$ cat src/inc/shf_field_pkg.sv
// shared constants and types for the shifter field deposit/extract block
// assumes a 40-bit register-file word whose fixed-point part sits in bits 39:8
package shf_field_pkg;

    ////////////////////////////////////////////////////////////////////////////
    // apb register byte offsets
    localparam logic [7:0] ADDR_SRC_FX = 8'h00;
    localparam logic [7:0] ADDR_SRC_EXT = 8'h04;
    localparam logic [7:0] ADDR_DST_FX = 8'h08;
    localparam logic [7:0] ADDR_DST_EXT = 8'h0c;
    localparam logic [7:0] ADDR_CTRL = 8'h10;
    localparam logic [7:0] ADDR_IMM = 8'h14;
    localparam logic [7:0] ADDR_CMD = 8'h18;
    localparam logic [7:0] ADDR_STATUS = 8'h1c;

    ////////////////////////////////////////////////////////////////////////////
    // field positions
    localparam int CTRL_POS_LSB = 7;   // start position in control word 12:7
    localparam int CTRL_LEN_LSB = 13;  // length in control word 18:13
    localparam int IMM_POS_LSB = 0;
    localparam int IMM_LEN_LSB = 8;
    localparam int CMD_OP_LSB = 0;
    localparam int CMD_IMM_BIT = 4;
    localparam int FX_LSB = 8;         // fixed-point part starts at word bit 8
    localparam int ST_BUSY_BIT = 3;

    ////////////////////////////////////////////////////////////////////////////
    // reset values and limits
    localparam logic [31:0] WORD_RST = 32'h0000_0000;
    localparam logic [7:0] EXT_RST = 8'h00;
    localparam logic [5:0] FIELD_RST = 6'h00;
    localparam logic [6:0] FX_TOP = 7'h20;   // width of the fixed-point part
    localparam logic [5:0] LEN_MAX = 6'h20;

    ////////////////////////////////////////////////////////////////////////////
    // types
    typedef enum logic [1:0] {
        OP_DEP_SE = 2'b00,
        OP_DEP_SE_OR = 2'b01,
        OP_EXT_ZF = 2'b10
    } field_op_e;

    typedef enum logic {
        ST_IDLE = 1'b0,
        ST_CALC = 1'b1
    } calc_state_e;

    typedef struct packed {
        logic sign;
        logic zero;
        logic overflow;
    } shf_flags_s;

endpackage : shf_field_pkg

$ cat src/logic/field_datapath.sv
// combinational field deposit / extract datapath on 40-bit words
// assumes operands and field controls are stable for the cycle it is sampled
`timescale 1ns/1ps
module field_datapath (
    // operation
    input wire shf_field_pkg::field_op_e i_op,
    input wire logic [5:0] i_len,
    input wire logic [5:0] i_pos,
    // operands
    input wire logic [39:0] i_src,
    input wire logic [39:0] i_dst,
    // result
    output logic [39:0] o_result,
    output shf_field_pkg::shf_flags_s o_flags
);

    ////////////////////////////////////////////////////////////////////////////
    // field shaping, sign extension and result select
    always_comb begin
        logic [5:0] eff_len;
        logic [6:0] top;
        logic [63:0] mask64;
        logic [63:0] placed;
        logic [63:0] msb_shift;
        logic [63:0] ext_mask;
        logic [63:0] pulled;
        logic [31:0] field;
        logic [31:0] dep_fx;
        logic msb;
        eff_len = (i_len > shf_field_pkg::LEN_MAX) ? shf_field_pkg::LEN_MAX : i_len;
        top = {1'b0, i_pos} + {1'b0, eff_len};
        mask64 = (64'h1 << eff_len) - 64'h1;
        field = i_src[39:shf_field_pkg::FX_LSB] & mask64[31:0];
        placed = {32'h0, field} << i_pos;
        msb_shift = placed >> (top - 7'h1);
        // no extension when the field top falls past bit 31
        msb = (eff_len != 6'h0) && (top <= shf_field_pkg::FX_TOP) && msb_shift[0];
        ext_mask = ~((64'h1 << top) - 64'h1);
        dep_fx = placed[31:0] | (msb ? ext_mask[31:0] : 32'h0);
        pulled = ({32'h0, i_src[39:shf_field_pkg::FX_LSB]} >> i_pos) & mask64;
        unique case (i_op)
            shf_field_pkg::OP_DEP_SE: begin
                o_result = {dep_fx, shf_field_pkg::EXT_RST};
            end
            shf_field_pkg::OP_DEP_SE_OR: begin
                o_result = {dep_fx, shf_field_pkg::EXT_RST} | i_dst;
            end
            shf_field_pkg::OP_EXT_ZF: begin
                o_result = {pulled[31:0], shf_field_pkg::EXT_RST};
            end
            default: begin
                o_result = i_dst;
            end
        endcase
        o_flags.sign = 1'b0;
        o_flags.zero = (o_result == 40'h00_0000_0000);
        o_flags.overflow = ({1'b0, i_len} + {1'b0, i_pos}) > shf_field_pkg::FX_TOP;
    end

endmodule : field_datapath

$ cat src/logic/shifter_field_deposit_extract.sv
// shifter field unit: apb register front end around the field datapath
// assumes an apb3 master on i_core_clk; one command runs at a time
`timescale 1ns/1ps
module shifter_field_deposit_extract (
    // clock and reset
    input wire logic i_core_clk,
    input wire logic i_arst_n,
    // apb slave
    input wire logic i_psel,
    input wire logic i_penable,
    input wire logic i_pwrite,
    input wire logic [7:0] i_paddr,
    input wire logic [31:0] i_pwdata,
    output logic [31:0] o_prdata,
    output logic o_pready,
    output logic o_pslverr,
    // result side
    output logic [39:0] o_result,
    output shf_field_pkg::shf_flags_s o_arith_status_word,
    output logic o_result_valid,
    output logic o_busy
);

    ////////////////////////////////////////////////////////////////////////////
    // state
    logic [31:0] src_fx_ff, nxt_src_fx;
    logic [7:0] src_ext_ff, nxt_src_ext;
    logic [31:0] dst_fx_ff, nxt_dst_fx;
    logic [7:0] dst_ext_ff, nxt_dst_ext;
    logic [31:0] ctrl_ff, nxt_ctrl;
    logic [5:0] imm_len_ff, nxt_imm_len;
    logic [5:0] imm_pos_ff, nxt_imm_pos;
    shf_field_pkg::field_op_e op_ff, nxt_op;
    logic [5:0] field_length_ff, nxt_field_length;
    logic [5:0] field_start_pos_ff, nxt_field_start_pos;
    shf_field_pkg::calc_state_e state_ff, nxt_state;
    logic [31:0] prdata_ff, nxt_prdata;
    logic pready_ff, nxt_pready;
    logic pslverr_ff, nxt_pslverr;
    logic [39:0] result_ff, nxt_result;
    shf_field_pkg::shf_flags_s flags_ff, nxt_flags;
    logic valid_ff, nxt_valid;

    logic [39:0] dp_result;
    shf_field_pkg::shf_flags_s dp_flags;
    logic access;
    logic wr_take;
    logic cmd_legal;
    logic cmd_go;

    ////////////////////////////////////////////////////////////////////////////
    // datapath on the latched command
    field_datapath u_datapath (
        .i_op(op_ff),
        .i_len(field_length_ff),
        .i_pos(field_start_pos_ff),
        .i_src({src_fx_ff, src_ext_ff}),
        .i_dst({dst_fx_ff, dst_ext_ff}),
        .o_result(dp_result),
        .o_flags(dp_flags)
    );

    // apb phase decode and command legality
    assign access = i_psel && i_penable && !pready_ff;
    assign wr_take = i_psel && i_penable && pready_ff && i_pwrite;
    assign cmd_legal = (i_pwdata[shf_field_pkg::CMD_OP_LSB +: 2] != 2'b11);
    assign cmd_go = wr_take && (i_paddr == shf_field_pkg::ADDR_CMD) && cmd_legal;

    ////////////////////////////////////////////////////////////////////////////
    // next values: apb answer, register writes, command sequencing
    always_comb begin
        nxt_src_fx = src_fx_ff;
        nxt_src_ext = src_ext_ff;
        nxt_dst_fx = dst_fx_ff;
        nxt_dst_ext = dst_ext_ff;
        nxt_ctrl = ctrl_ff;
        nxt_imm_len = imm_len_ff;
        nxt_imm_pos = imm_pos_ff;
        nxt_op = op_ff;
        nxt_field_length = field_length_ff;
        nxt_field_start_pos = field_start_pos_ff;
        nxt_state = state_ff;
        nxt_result = result_ff;
        nxt_flags = flags_ff;
        nxt_valid = 1'b0;
        nxt_pready = access;
        nxt_prdata = 32'h0;
        nxt_pslverr = 1'b0;
        // read data and error decided in the first access cycle
        if (access) begin
            unique case (i_paddr)
                shf_field_pkg::ADDR_SRC_FX: nxt_prdata = src_fx_ff;
                shf_field_pkg::ADDR_SRC_EXT: nxt_prdata = {24'h0, src_ext_ff};
                shf_field_pkg::ADDR_DST_FX: nxt_prdata = dst_fx_ff;
                shf_field_pkg::ADDR_DST_EXT: nxt_prdata = {24'h0, dst_ext_ff};
                shf_field_pkg::ADDR_CTRL: nxt_prdata = ctrl_ff;
                shf_field_pkg::ADDR_IMM: nxt_prdata = {18'h0, imm_len_ff, 2'h0, imm_pos_ff};
                shf_field_pkg::ADDR_CMD: begin
                    nxt_prdata = {27'h0, 1'b0, 2'h0, op_ff};
                    nxt_pslverr = i_pwrite && (i_pwdata[shf_field_pkg::CMD_OP_LSB +: 2] == 2'b11);
                end
                shf_field_pkg::ADDR_STATUS: begin
                    nxt_prdata = {28'h0, (state_ff == shf_field_pkg::ST_CALC), flags_ff};
                    nxt_pslverr = i_pwrite;
                end
                default: nxt_pslverr = 1'b1;
            endcase
        end
        // writes take effect on the edge that completes the transfer
        if (wr_take) begin
            unique case (i_paddr)
                shf_field_pkg::ADDR_SRC_FX: nxt_src_fx = i_pwdata;
                shf_field_pkg::ADDR_SRC_EXT: nxt_src_ext = i_pwdata[7:0];
                shf_field_pkg::ADDR_DST_FX: nxt_dst_fx = i_pwdata;
                shf_field_pkg::ADDR_DST_EXT: nxt_dst_ext = i_pwdata[7:0];
                shf_field_pkg::ADDR_CTRL: nxt_ctrl = i_pwdata;
                shf_field_pkg::ADDR_IMM: begin
                    nxt_imm_pos = i_pwdata[shf_field_pkg::IMM_POS_LSB +: 6];
                    nxt_imm_len = i_pwdata[shf_field_pkg::IMM_LEN_LSB +: 6];
                end
                default: begin
                    nxt_src_fx = src_fx_ff;
                end
            endcase
        end
        // command sequencing
        unique case (state_ff)
            shf_field_pkg::ST_IDLE: begin
                if (cmd_go) begin
                    nxt_op = shf_field_pkg::field_op_e'(i_pwdata[shf_field_pkg::CMD_OP_LSB +: 2]);
                    if (i_pwdata[shf_field_pkg::CMD_IMM_BIT]) begin
                        nxt_field_length = imm_len_ff;
                        nxt_field_start_pos = imm_pos_ff;
                    end else begin
                        nxt_field_length = ctrl_ff[shf_field_pkg::CTRL_LEN_LSB +: 6];
                        nxt_field_start_pos = ctrl_ff[shf_field_pkg::CTRL_POS_LSB +: 6];
                    end
                    nxt_state = shf_field_pkg::ST_CALC;
                end
            end
            shf_field_pkg::ST_CALC: begin
                // result goes back into the destination word
                nxt_dst_fx = dp_result[39:shf_field_pkg::FX_LSB];
                nxt_dst_ext = dp_result[7:0];
                nxt_result = dp_result;
                nxt_flags = dp_flags;
                nxt_valid = 1'b1;
                nxt_state = shf_field_pkg::ST_IDLE;
            end
        endcase
    end

    ////////////////////////////////////////////////////////////////////////////
    // registers
    always_ff @(posedge i_core_clk or negedge i_arst_n) begin
        if (!i_arst_n) begin
            src_fx_ff <= shf_field_pkg::WORD_RST;
            src_ext_ff <= shf_field_pkg::EXT_RST;
            dst_fx_ff <= shf_field_pkg::WORD_RST;
            dst_ext_ff <= shf_field_pkg::EXT_RST;
            ctrl_ff <= shf_field_pkg::WORD_RST;
            imm_len_ff <= shf_field_pkg::FIELD_RST;
            imm_pos_ff <= shf_field_pkg::FIELD_RST;
            op_ff <= shf_field_pkg::OP_DEP_SE;
            field_length_ff <= shf_field_pkg::FIELD_RST;
            field_start_pos_ff <= shf_field_pkg::FIELD_RST;
            state_ff <= shf_field_pkg::ST_IDLE;
            prdata_ff <= shf_field_pkg::WORD_RST;
            pready_ff <= 1'b0;
            pslverr_ff <= 1'b0;
            result_ff <= 40'h00_0000_0000;
            flags_ff <= 3'h0;
            valid_ff <= 1'b0;
        end else begin
            src_fx_ff <= nxt_src_fx;
            src_ext_ff <= nxt_src_ext;
            dst_fx_ff <= nxt_dst_fx;
            dst_ext_ff <= nxt_dst_ext;
            ctrl_ff <= nxt_ctrl;
            imm_len_ff <= nxt_imm_len;
            imm_pos_ff <= nxt_imm_pos;
            op_ff <= nxt_op;
            field_length_ff <= nxt_field_length;
            field_start_pos_ff <= nxt_field_start_pos;
            state_ff <= nxt_state;
            prdata_ff <= nxt_prdata;
            pready_ff <= nxt_pready;
            pslverr_ff <= nxt_pslverr;
            result_ff <= nxt_result;
            flags_ff <= nxt_flags;
            valid_ff <= nxt_valid;
        end
    end

    // outputs straight from flops
    assign o_prdata = prdata_ff;
    assign o_pready = pready_ff;
    assign o_pslverr = pslverr_ff;
    assign o_result = result_ff;
    assign o_arith_status_word = flags_ff;
    assign o_result_valid = valid_ff;
    assign o_busy = (state_ff == shf_field_pkg::ST_CALC);
endmodule : shifter_field_deposit_extract

$ cat config.mk
export PLATFORM = sky130hd
export DESIGN_NAME = shifter_field_deposit_extract
export DESIGN_NICKNAME = d
export VERILOG_FILES = /design/src/inc/shf_field_pkg.sv /design/src/logic/field_datapath.sv /design/src/logic/shifter_field_deposit_extract.sv
export SDC_FILE = /design/constraint.sdc
export NUM_CORES = 1
export LEC_CHECK = 0
export BUFFER_PORTS_ARGS = -buffer_cell sky130_fd_sc_hd__buf_4
export CAP_MARGIN = 20
export CORE_ASPECT_RATIO = 0.8
export CORE_UTILIZATION = 45
export CTS_BUF_LIST = sky130_fd_sc_hd__clkbuf_16
export CTS_CLUSTER_DIAMETER = 50
export DETAILED_ROUTE_END_ITERATION = 8
export GPL_TIMING_DRIVEN = 1
export PLACE_DENSITY = 0.59
export SYNTH_ARGS = -nofsm -noshare
export SYNTH_HDL_FRONTEND = slang
export SYNTH_HIERARCHICAL = 1
export SYNTH_SLANG_ARGS = --single-unit
$ cat constraint.sdc
create_clock -name i_core_clk -period 8 [get_ports i_core_clk]
set_clock_uncertainty 0.15 [all_clocks]
set_input_delay 1.6 -clock i_core_clk [delete_from_list [all_inputs] [get_ports i_core_clk]]
set_output_delay 1.6 -clock i_core_clk [all_outputs]
set_load 0.005 [all_outputs]
# Word-level counts from Yosys, hierarchy flattened
# Index checks and enable logic that the tools add are counted.
# totals
regBits	216
romBits	0
ram_bits	0
mem_count	0
latchBits	0
output_inout_bits	79
# op_classes
mul	0
magnitude_cmp	3
n_div	0
mux	18
reduce_logical	25
n_bitwise	6
shifts	5
n_eq_ne	11
addsub	5
# ops
operator	n
32-bit one-hot mux with 8 select lines	1
32-bit two-way mux	5
40-bit one-hot mux with 3 select lines	1
32-bit bitwise AND	2
32-bit by 6-bit left shift with 64-bit output	1
64-bit by 7-bit >> shifter with 1-bit output	1
32-bit by 1-bit subtractor with 32-bit output, second input constant	2
40-bit zero test	1
40-bit OR	1
8-bit by 5-bit equality test with 1-bit output, second input constant	4
32-bit inverter	1
32-bit OR	1
1-bit by 6-bit left shift with 32-bit output, first input constant	1
1-bit by 7-bit left shift with 32-bit output, first input constant	1
32-bit by 6-bit >> shifter with 32-bit output	1
8-bit two-way mux	3
6-bit two-way mux	3
8-bit by 4-bit equality test with 1-bit output, second input constant	2
6-bit by 6-bit adder with 7-bit output	2
2-bit AND reduction	7
1-bit logical AND	9
8-bit by 3-bit equality test with 1-bit output, second input constant	1
8-bit zero test	1
7-bit by 6-bit greater-than comparator with 1-bit output, second input constant	1
other kinds (15)	20

# Logic depth before layout (Yosys ltp)
# depth
word_depth	13
mapped_depth	24
depth_no_buf	19

# By module
# Netlist, hierarchy kept.
# modules_own_cells
mod	seq_area_each_um2	area_each_um2	cells_per_inst	n_inst
shifter_field_deposit_extract	5430.2	9542.9	737	1
field_datapath	0.0	9166.3	1416	1

# Worst setup path after synthesis
# OpenSTA, ideal clock, no wires.
# synth_path
path_type	flip-flop to flip-flop
from	register field_length_ff[5]
to	register result_ff[34] (netlist: o_result[34])
arrival_ns	4.880
setup_slack_ns	2.845
n_path_buf	6
required_time_ns	7.725
stages_incl_launch_ff	23
setup_time_ns	0.125
path_cell_list	dfrtp_1 buf_2 buf_4 buf_2 buf_2 nor2_1 fa_1 a21o_1 a21oi_1 o21bai_1 a21oi_1 clkbuf_1 nand3_1 nand3b_1 ha_1 clkbuf_1 o21ai_1 nor2_1 nor3_1 a21oi_1 a21oi_1 o41ai_2 mux2_2
# synth_via
elab_chain_len	12
elab_cells_between_ends	21
# synth_rtl
item	line	rtl
start, declared	shifter_field_deposit_extract.sv:34	logic [5:0] field_length_ff, nxt_field_length;
start signal, assigned	shifter_field_deposit_extract.sv:165	field_length_ff <= shf_field_pkg::FIELD_RST;
start signal, assigned	shifter_field_deposit_extract.sv:183	field_length_ff <= nxt_field_length;
6-bit greater-than comparator	field_datapath.sv:30	eff_len = (i_len > shf_field_pkg::LEN_MAX) ? shf_field_pkg::LEN_MAX : i_len;
6-bit two-way mux (*)	field_datapath.sv:30	
1-bit by 6-bit left shift with 32-bit output	field_datapath.sv:32	mask64 = (64'h1 << eff_len) - 64'h1;
32-bit by 1-bit subtractor with 32-bit output	field_datapath.sv:32	
32-bit bitwise AND	field_datapath.sv:33	field = i_src[39:shf_field_pkg::FX_LSB] & mask64[31:0];
32-bit by 6-bit left shift with 64-bit output	field_datapath.sv:34	placed = {32'h0, field} << i_pos;
64-bit by 7-bit >> shifter with 1-bit output	field_datapath.sv:35	msb_shift = placed >> (top - 7'h1);
1-bit logical AND	field_datapath.sv:37	msb = (eff_len != 6'h0) && (top <= shf_field_pkg::FX_TOP) && msb_shift[0];
32-bit two-way mux	field_datapath.sv:39	dep_fx = placed[31:0] | (msb ? ext_mask[31:0] : 32'h0);
32-bit OR	field_datapath.sv:39	
40-bit OR	field_datapath.sv:46	o_result = {dep_fx, shf_field_pkg::EXT_RST} | i_dst;
40-bit one-hot mux with 3 select lines (*)	field_datapath.sv:41	unique case (i_op)
named net dp_result[34]	shifter_field_deposit_extract.sv:44	logic [39:0] dp_result;
end signal, assigned	shifter_field_deposit_extract.sv:189	result_ff <= nxt_result;
end, declared	shifter_field_deposit_extract.sv:40	logic [39:0] result_ff, nxt_result;
# Mark *: on every way through the listed nets, which the timed path passes. The rest lies on a longest branch.
# A chain may end at the register's enable or synchronous reset.

# Worst setup path after layout
# layout_path
from	register field_length_ff[2]
to	register dst_fx_ff[18]
# layout_via
elab_chain_len	13
elab_cells_between_ends	22
# layout_rtl
item	line	rtl
6-bit greater-than comparator	field_datapath.sv:30	
6-bit two-way mux (*)	field_datapath.sv:30	
1-bit by 6-bit left shift with 32-bit output	field_datapath.sv:32	
32-bit by 1-bit subtractor with 32-bit output	field_datapath.sv:32	
32-bit bitwise AND	field_datapath.sv:33	
32-bit by 6-bit left shift with 64-bit output	field_datapath.sv:34	
64-bit by 7-bit >> shifter with 1-bit output	field_datapath.sv:35	
1-bit logical AND	field_datapath.sv:37	
32-bit two-way mux	field_datapath.sv:39	
32-bit OR	field_datapath.sv:39	
40-bit OR	field_datapath.sv:46	
40-bit one-hot mux with 3 select lines (*)	field_datapath.sv:41	
named net dp_result[26]	shifter_field_deposit_extract.sv:44	
32-bit two-way mux (*)	shifter_field_deposit_extract.sv:127	unique case (state_ff)
end signal, assigned	shifter_field_deposit_extract.sv:159	dst_fx_ff <= shf_field_pkg::WORD_RST;
end signal, assigned	shifter_field_deposit_extract.sv:177	dst_fx_ff <= nxt_dst_fx;
end, declared	shifter_field_deposit_extract.sv:28	logic [31:0] dst_fx_ff, nxt_dst_fx;
# Marked as above.

==> flow_summary_export.csv <==
group,metric,value,unit
clock_tree,insertion_delay,0.54,ns
synth,yosysMostFrequentCell,"nand2_1",
floorplanning,dieWidth,230,µm
routing,first_pass_iters,8,
power_and_ir_drop,p_comb_frac,0.042,
synth,synth_enable_flop_cells,0,
synth,synth_commonest_cells,"nand2_1, dfrtp_1, nor2_1",
min_path,hp-class,"reg2reg",
grt,grt_pass1_wl,139,mm
timing,max-slew-margin-rel,0.147,
setup_path,ff2ff_path_depth,16,
setup_path,reg2reg_slack,0.20,ns
floorplanning,start_util,0.459,
setup_path,crit_fanout,21,
setup_path,path_cells,"or4_1 > or2_1 > ha_1 > nand3b_1 > o22ai_2 > o32ai_1 > nor3_1 > o221ai_1 > o32a_1 > o221ai_1 > a31oi_1 > a221oi_2 > o22ai_4 > o311ai_0 > nor2b_1 > a21oi_1",
clock_tree,cts_tree,"yes",
synth,synth_area,0.0187,mm²
synth,ys_ff_latch,217,
setup_path,critPathLaunch,"field_length_ff[2]$_DFFE_PN0P_",
floorplanning,rows,66,
layout,seq_area,0.00544,mm²
routing,first_iter_violations,3924,
routing,via_count,20700,
clock_tree,h-tree-depth,1,
synth,ys_seq_area_frac,0.290,
timing,max_clock_freq,128,MHz
synth,netlist.top_cell.by_area,"dfrtp_1",
routing,wl,98.3,mm
setup_path,required,8.29,ns
synth,ys_async_sr_fraction,1.00,
placement,place.gp.congestion,1.09,
placement,dpl.hpwl,73.8,mm
floorplanning,die_h,184,µm
floorplanning,core_area,0.0408,mm²
job,maxCapViolations,0,
timing,finalCritPeriodShare,0.975,
synth,syn_inst,2153,
setup_path,cp-start-kind,"flip-flop",
clock_tree,cts.hold.buffers_added,0,
synth,synth.avg_cell_area,8.69,µm²
clock_tree,cts_setup_buffers,0,
setup_path,slowest_stage,"o311ai_0",
clock_tree,root_buffer,"clkbuf_16",
routing,viasPerCell,7.51,
layout,stdcell_count,2760,
power_and_ir_drop,switching_share,0.248,
setup_path,rr_endpoint,"dst_fx_ff[18]$_DFFE_PN0P_",
timing,timing_hold_violations_final,0,
layout,areaGrowthSynthToFinish,11.5,%
layout,nNetsFinal,2256,
status,outcome,"finished, final reports clean",
power_and_ir_drop,pwr-share-seq,0.489,
timing,slew_violations,0,
power_and_ir_drop,power_leakage,9.07,nW
timing,grt_setup_unrepaired,"no",
layout,final_core_util,0.511,
clock_tree,clk_pin_slew,0.07,ns
min_path,holdPathStages,1,
setup_path,r2r-start,"field_length_ff[2]$_DFFE_PN0P_",
timing,period_minus_slack,7.80,ns
grt,grt.total_usage,0.452,
setup_path,cpMostUsedCell,"o221ai_1",
min_path,hold_end,"ctrl_ff[6]$_DFFE_PN0P_",
power_and_ir_drop,internal_power,0.00170,W
clock_tree,clockBufferDepth,3,
routing,drc,0,
grt,grt_max_degree,104,
synth,synth-main-ff-cell,"dfrtp_1",
synth,yosysTopAreaCellShare,0.290,
power_and_ir_drop,clkPwrFrac,0.468,
setup_path,cp_top_family,"compound AO/OA/AOI/OAI gates",
grt,grt_pass1_vias,18700,
floorplanning,fp.dieArea,0.0424,mm²
clock_tree,numClockSinks,217,
setup_path,critPathKind,"reg2reg",
timing,tns,0,ns
grt,overflow,0,
grt,antenna_found_initial,5,
layout,multi_input_area,0.0124,mm²
clock_tree,cts_buffers,23,
layout,drive_gt1_frac,0.236,
power_and_ir_drop,power.total,0.00226,W
synth,synth_nets,2213,
placement,dp.cells,2712,
synth,yosysUniqueCellTypes,117,
routing,antenna_left,0,
clock_tree,cts_resized,0,
power_and_ir_drop,p_sw,0.000560,W
timing,finalSetupViolCount,0,
power_and_ir_drop,cellPowerDensity,108,mW/mm²
floorplanning,ios,124,
setup_path,cp_num_buf_inv,0,
setup_path,cp.arrival,8.10,ns
synth,synthTopCellsByArea,"dfrtp_1, mux2_2, nand2_1",
setup_path,cpPeakStageDelay,1.13,ns
placement,io_buffers,123,
min_path,hp-start,"ctrl_ff[6]$_DFFE_PN0P_",
routing,detail_route.wl_per_cell,35.6,µm
setup_path,cp-end-kind,"flip-flop",
layout,nFillCells,3923,
timing,tightest_slew,1.26,ns
power_and_ir_drop,ir_worst_vdd,156,µV
synth,yosys_warnings,6,
-- area by class of cell --
cell class                      instances  share of cell area
Sequential cell                       217               0.261
Tap cell                              544              0.0326
Inverter                               25             0.00450
Clock inverter                         18             0.00750
Timing Repair Buffer                  201              0.0735
Multi-Input combinational cell       1728               0.593
Antenna cell                            4            0.000480
Clock buffer                           23              0.0276
-- sequential cells by signal, summed over array words and instances, names as in the netlist, 8 cells and up --
signal / count
src_ext_ff: 8
ctrl_ff: 32
dst_ext_ff: 8
o_result: 40
dst_fx_ff: 32
src_fx_ff: 32
o_prdata: 32
-- how the worst max path moves through the flow --
| stage | end | slack (ns) | cells after the start |
|---|---|---|---|
| 3_3_place_gp | o_result[17]$_DFFE_PN0P_ | 0.69 | 15 |
| 2_1_floorplan | o_result[34]$_DFFE_PN0P_ | 2.84 | 22 |
| 3_5_place_dp | o_result[26]$_DFFE_PN0P_ | 0.78 | 16 |
| 4_1_cts | o_result[26]$_DFFE_PN0P_ | 0.80 | 16 |
| 6_report | dst_fx_ff[18]$_DFFE_PN0P_ | 0.20 | 16 |
| 5_1_grt | o_result[26]$_DFFE_PN0P_ | 0.29 | 16 |
-- cells in the final DEF, fill, tap and decap left out, drive strengths merged, types with 34 or more instances in the layout --
cell / Yosys / final
o211ai: 38 / 38
nor2: 204 / 204
dfrtp: 217 / 217
nor3: 47 / 47
nand2: 239 / 239
buf: 84 / 200
a31oi: 57 / 57
o21ai: 84 / 84
mux2i: 57 / 57
nand3: 57 / 57
mux2: 190 / 190
a22oi: 34 / 34
a21oi: 126 / 126
nor2b: 48 / 48
-- cells by family after synthesis --
logic type / count (synthesis) / share of synthesized area
simple gates: 759 / 0.199
xor+xnor: 33 / 0.0154
other cells: 1 / 0.000200
buf+inv: 208 / 0.0501
flops: 217 / 0.290
compound gates: 642 / 0.252
fa+ha+maj: 15 / 0.0108
mux: 278 / 0.183
-- power by group through the flow --
| stage | combinational, W | sequential, W | clock [W] |
|---|---|---|---|
| floorplan | 0.0000309 | 0.00112 | 0 |
| global placement | 0.0000921 | 0.00113 | 0 |
| detailed placement | 0.0000943 | 0.00113 | 0 |
| CTS | 0.0000946 | 0.00111 | 0.00107 |
| global route | 0.000102 | 0.00111 | 0.00111 |
| finish | 0.0000959 | 0.00111 | 0.00106 |
-- metrics by stage --
stage | hold WS [ns] | cell area, µm² | setup slack [ns]
6_report | 0.340 | 20900 | 0.198
4_1_cts | 0.340 | 20800 | 0.797
3_3_place_gp | 0.318 | 20100 | 0.685
3_5_place_dp | 0.325 | 20100 | 0.776
5_1_grt | 0.370 | 20800 | 0.291
2_1_floorplan | 0.244 | 18700 | 2.84
-- worst reg2reg max path: stages, from the launching register on --
cell and delay (ns):
dfrtp_1 0.37, or4_1 0.80, or2_1 0.51, ha_1 0.53
nand3b_1 0.38, o22ai_2 0.34, o32ai_1 0.17, nor3_1 0.86
o221ai_1 0.55, o32a_1 0.52, o221ai_1 0.28, a31oi_1 0.15
a221oi_2 0.42, o22ai_4 0.30, o311ai_0 1.14, nor2b_1 0.12
a21oi_1 0.17
-- metal layers --
metal	share of wire	GRT usage	routed length (µm)	up-vias
li1	-	-	-	8320
met1	0.41	0.643	40000	10300
met2	0.38	0.593	37600	1801
met3	0.17	0.212	16800	310
met4	0.039	0.129	3820	6
met5	0.0016	0.0197	160	-
(Power assumes the default switching activity.)
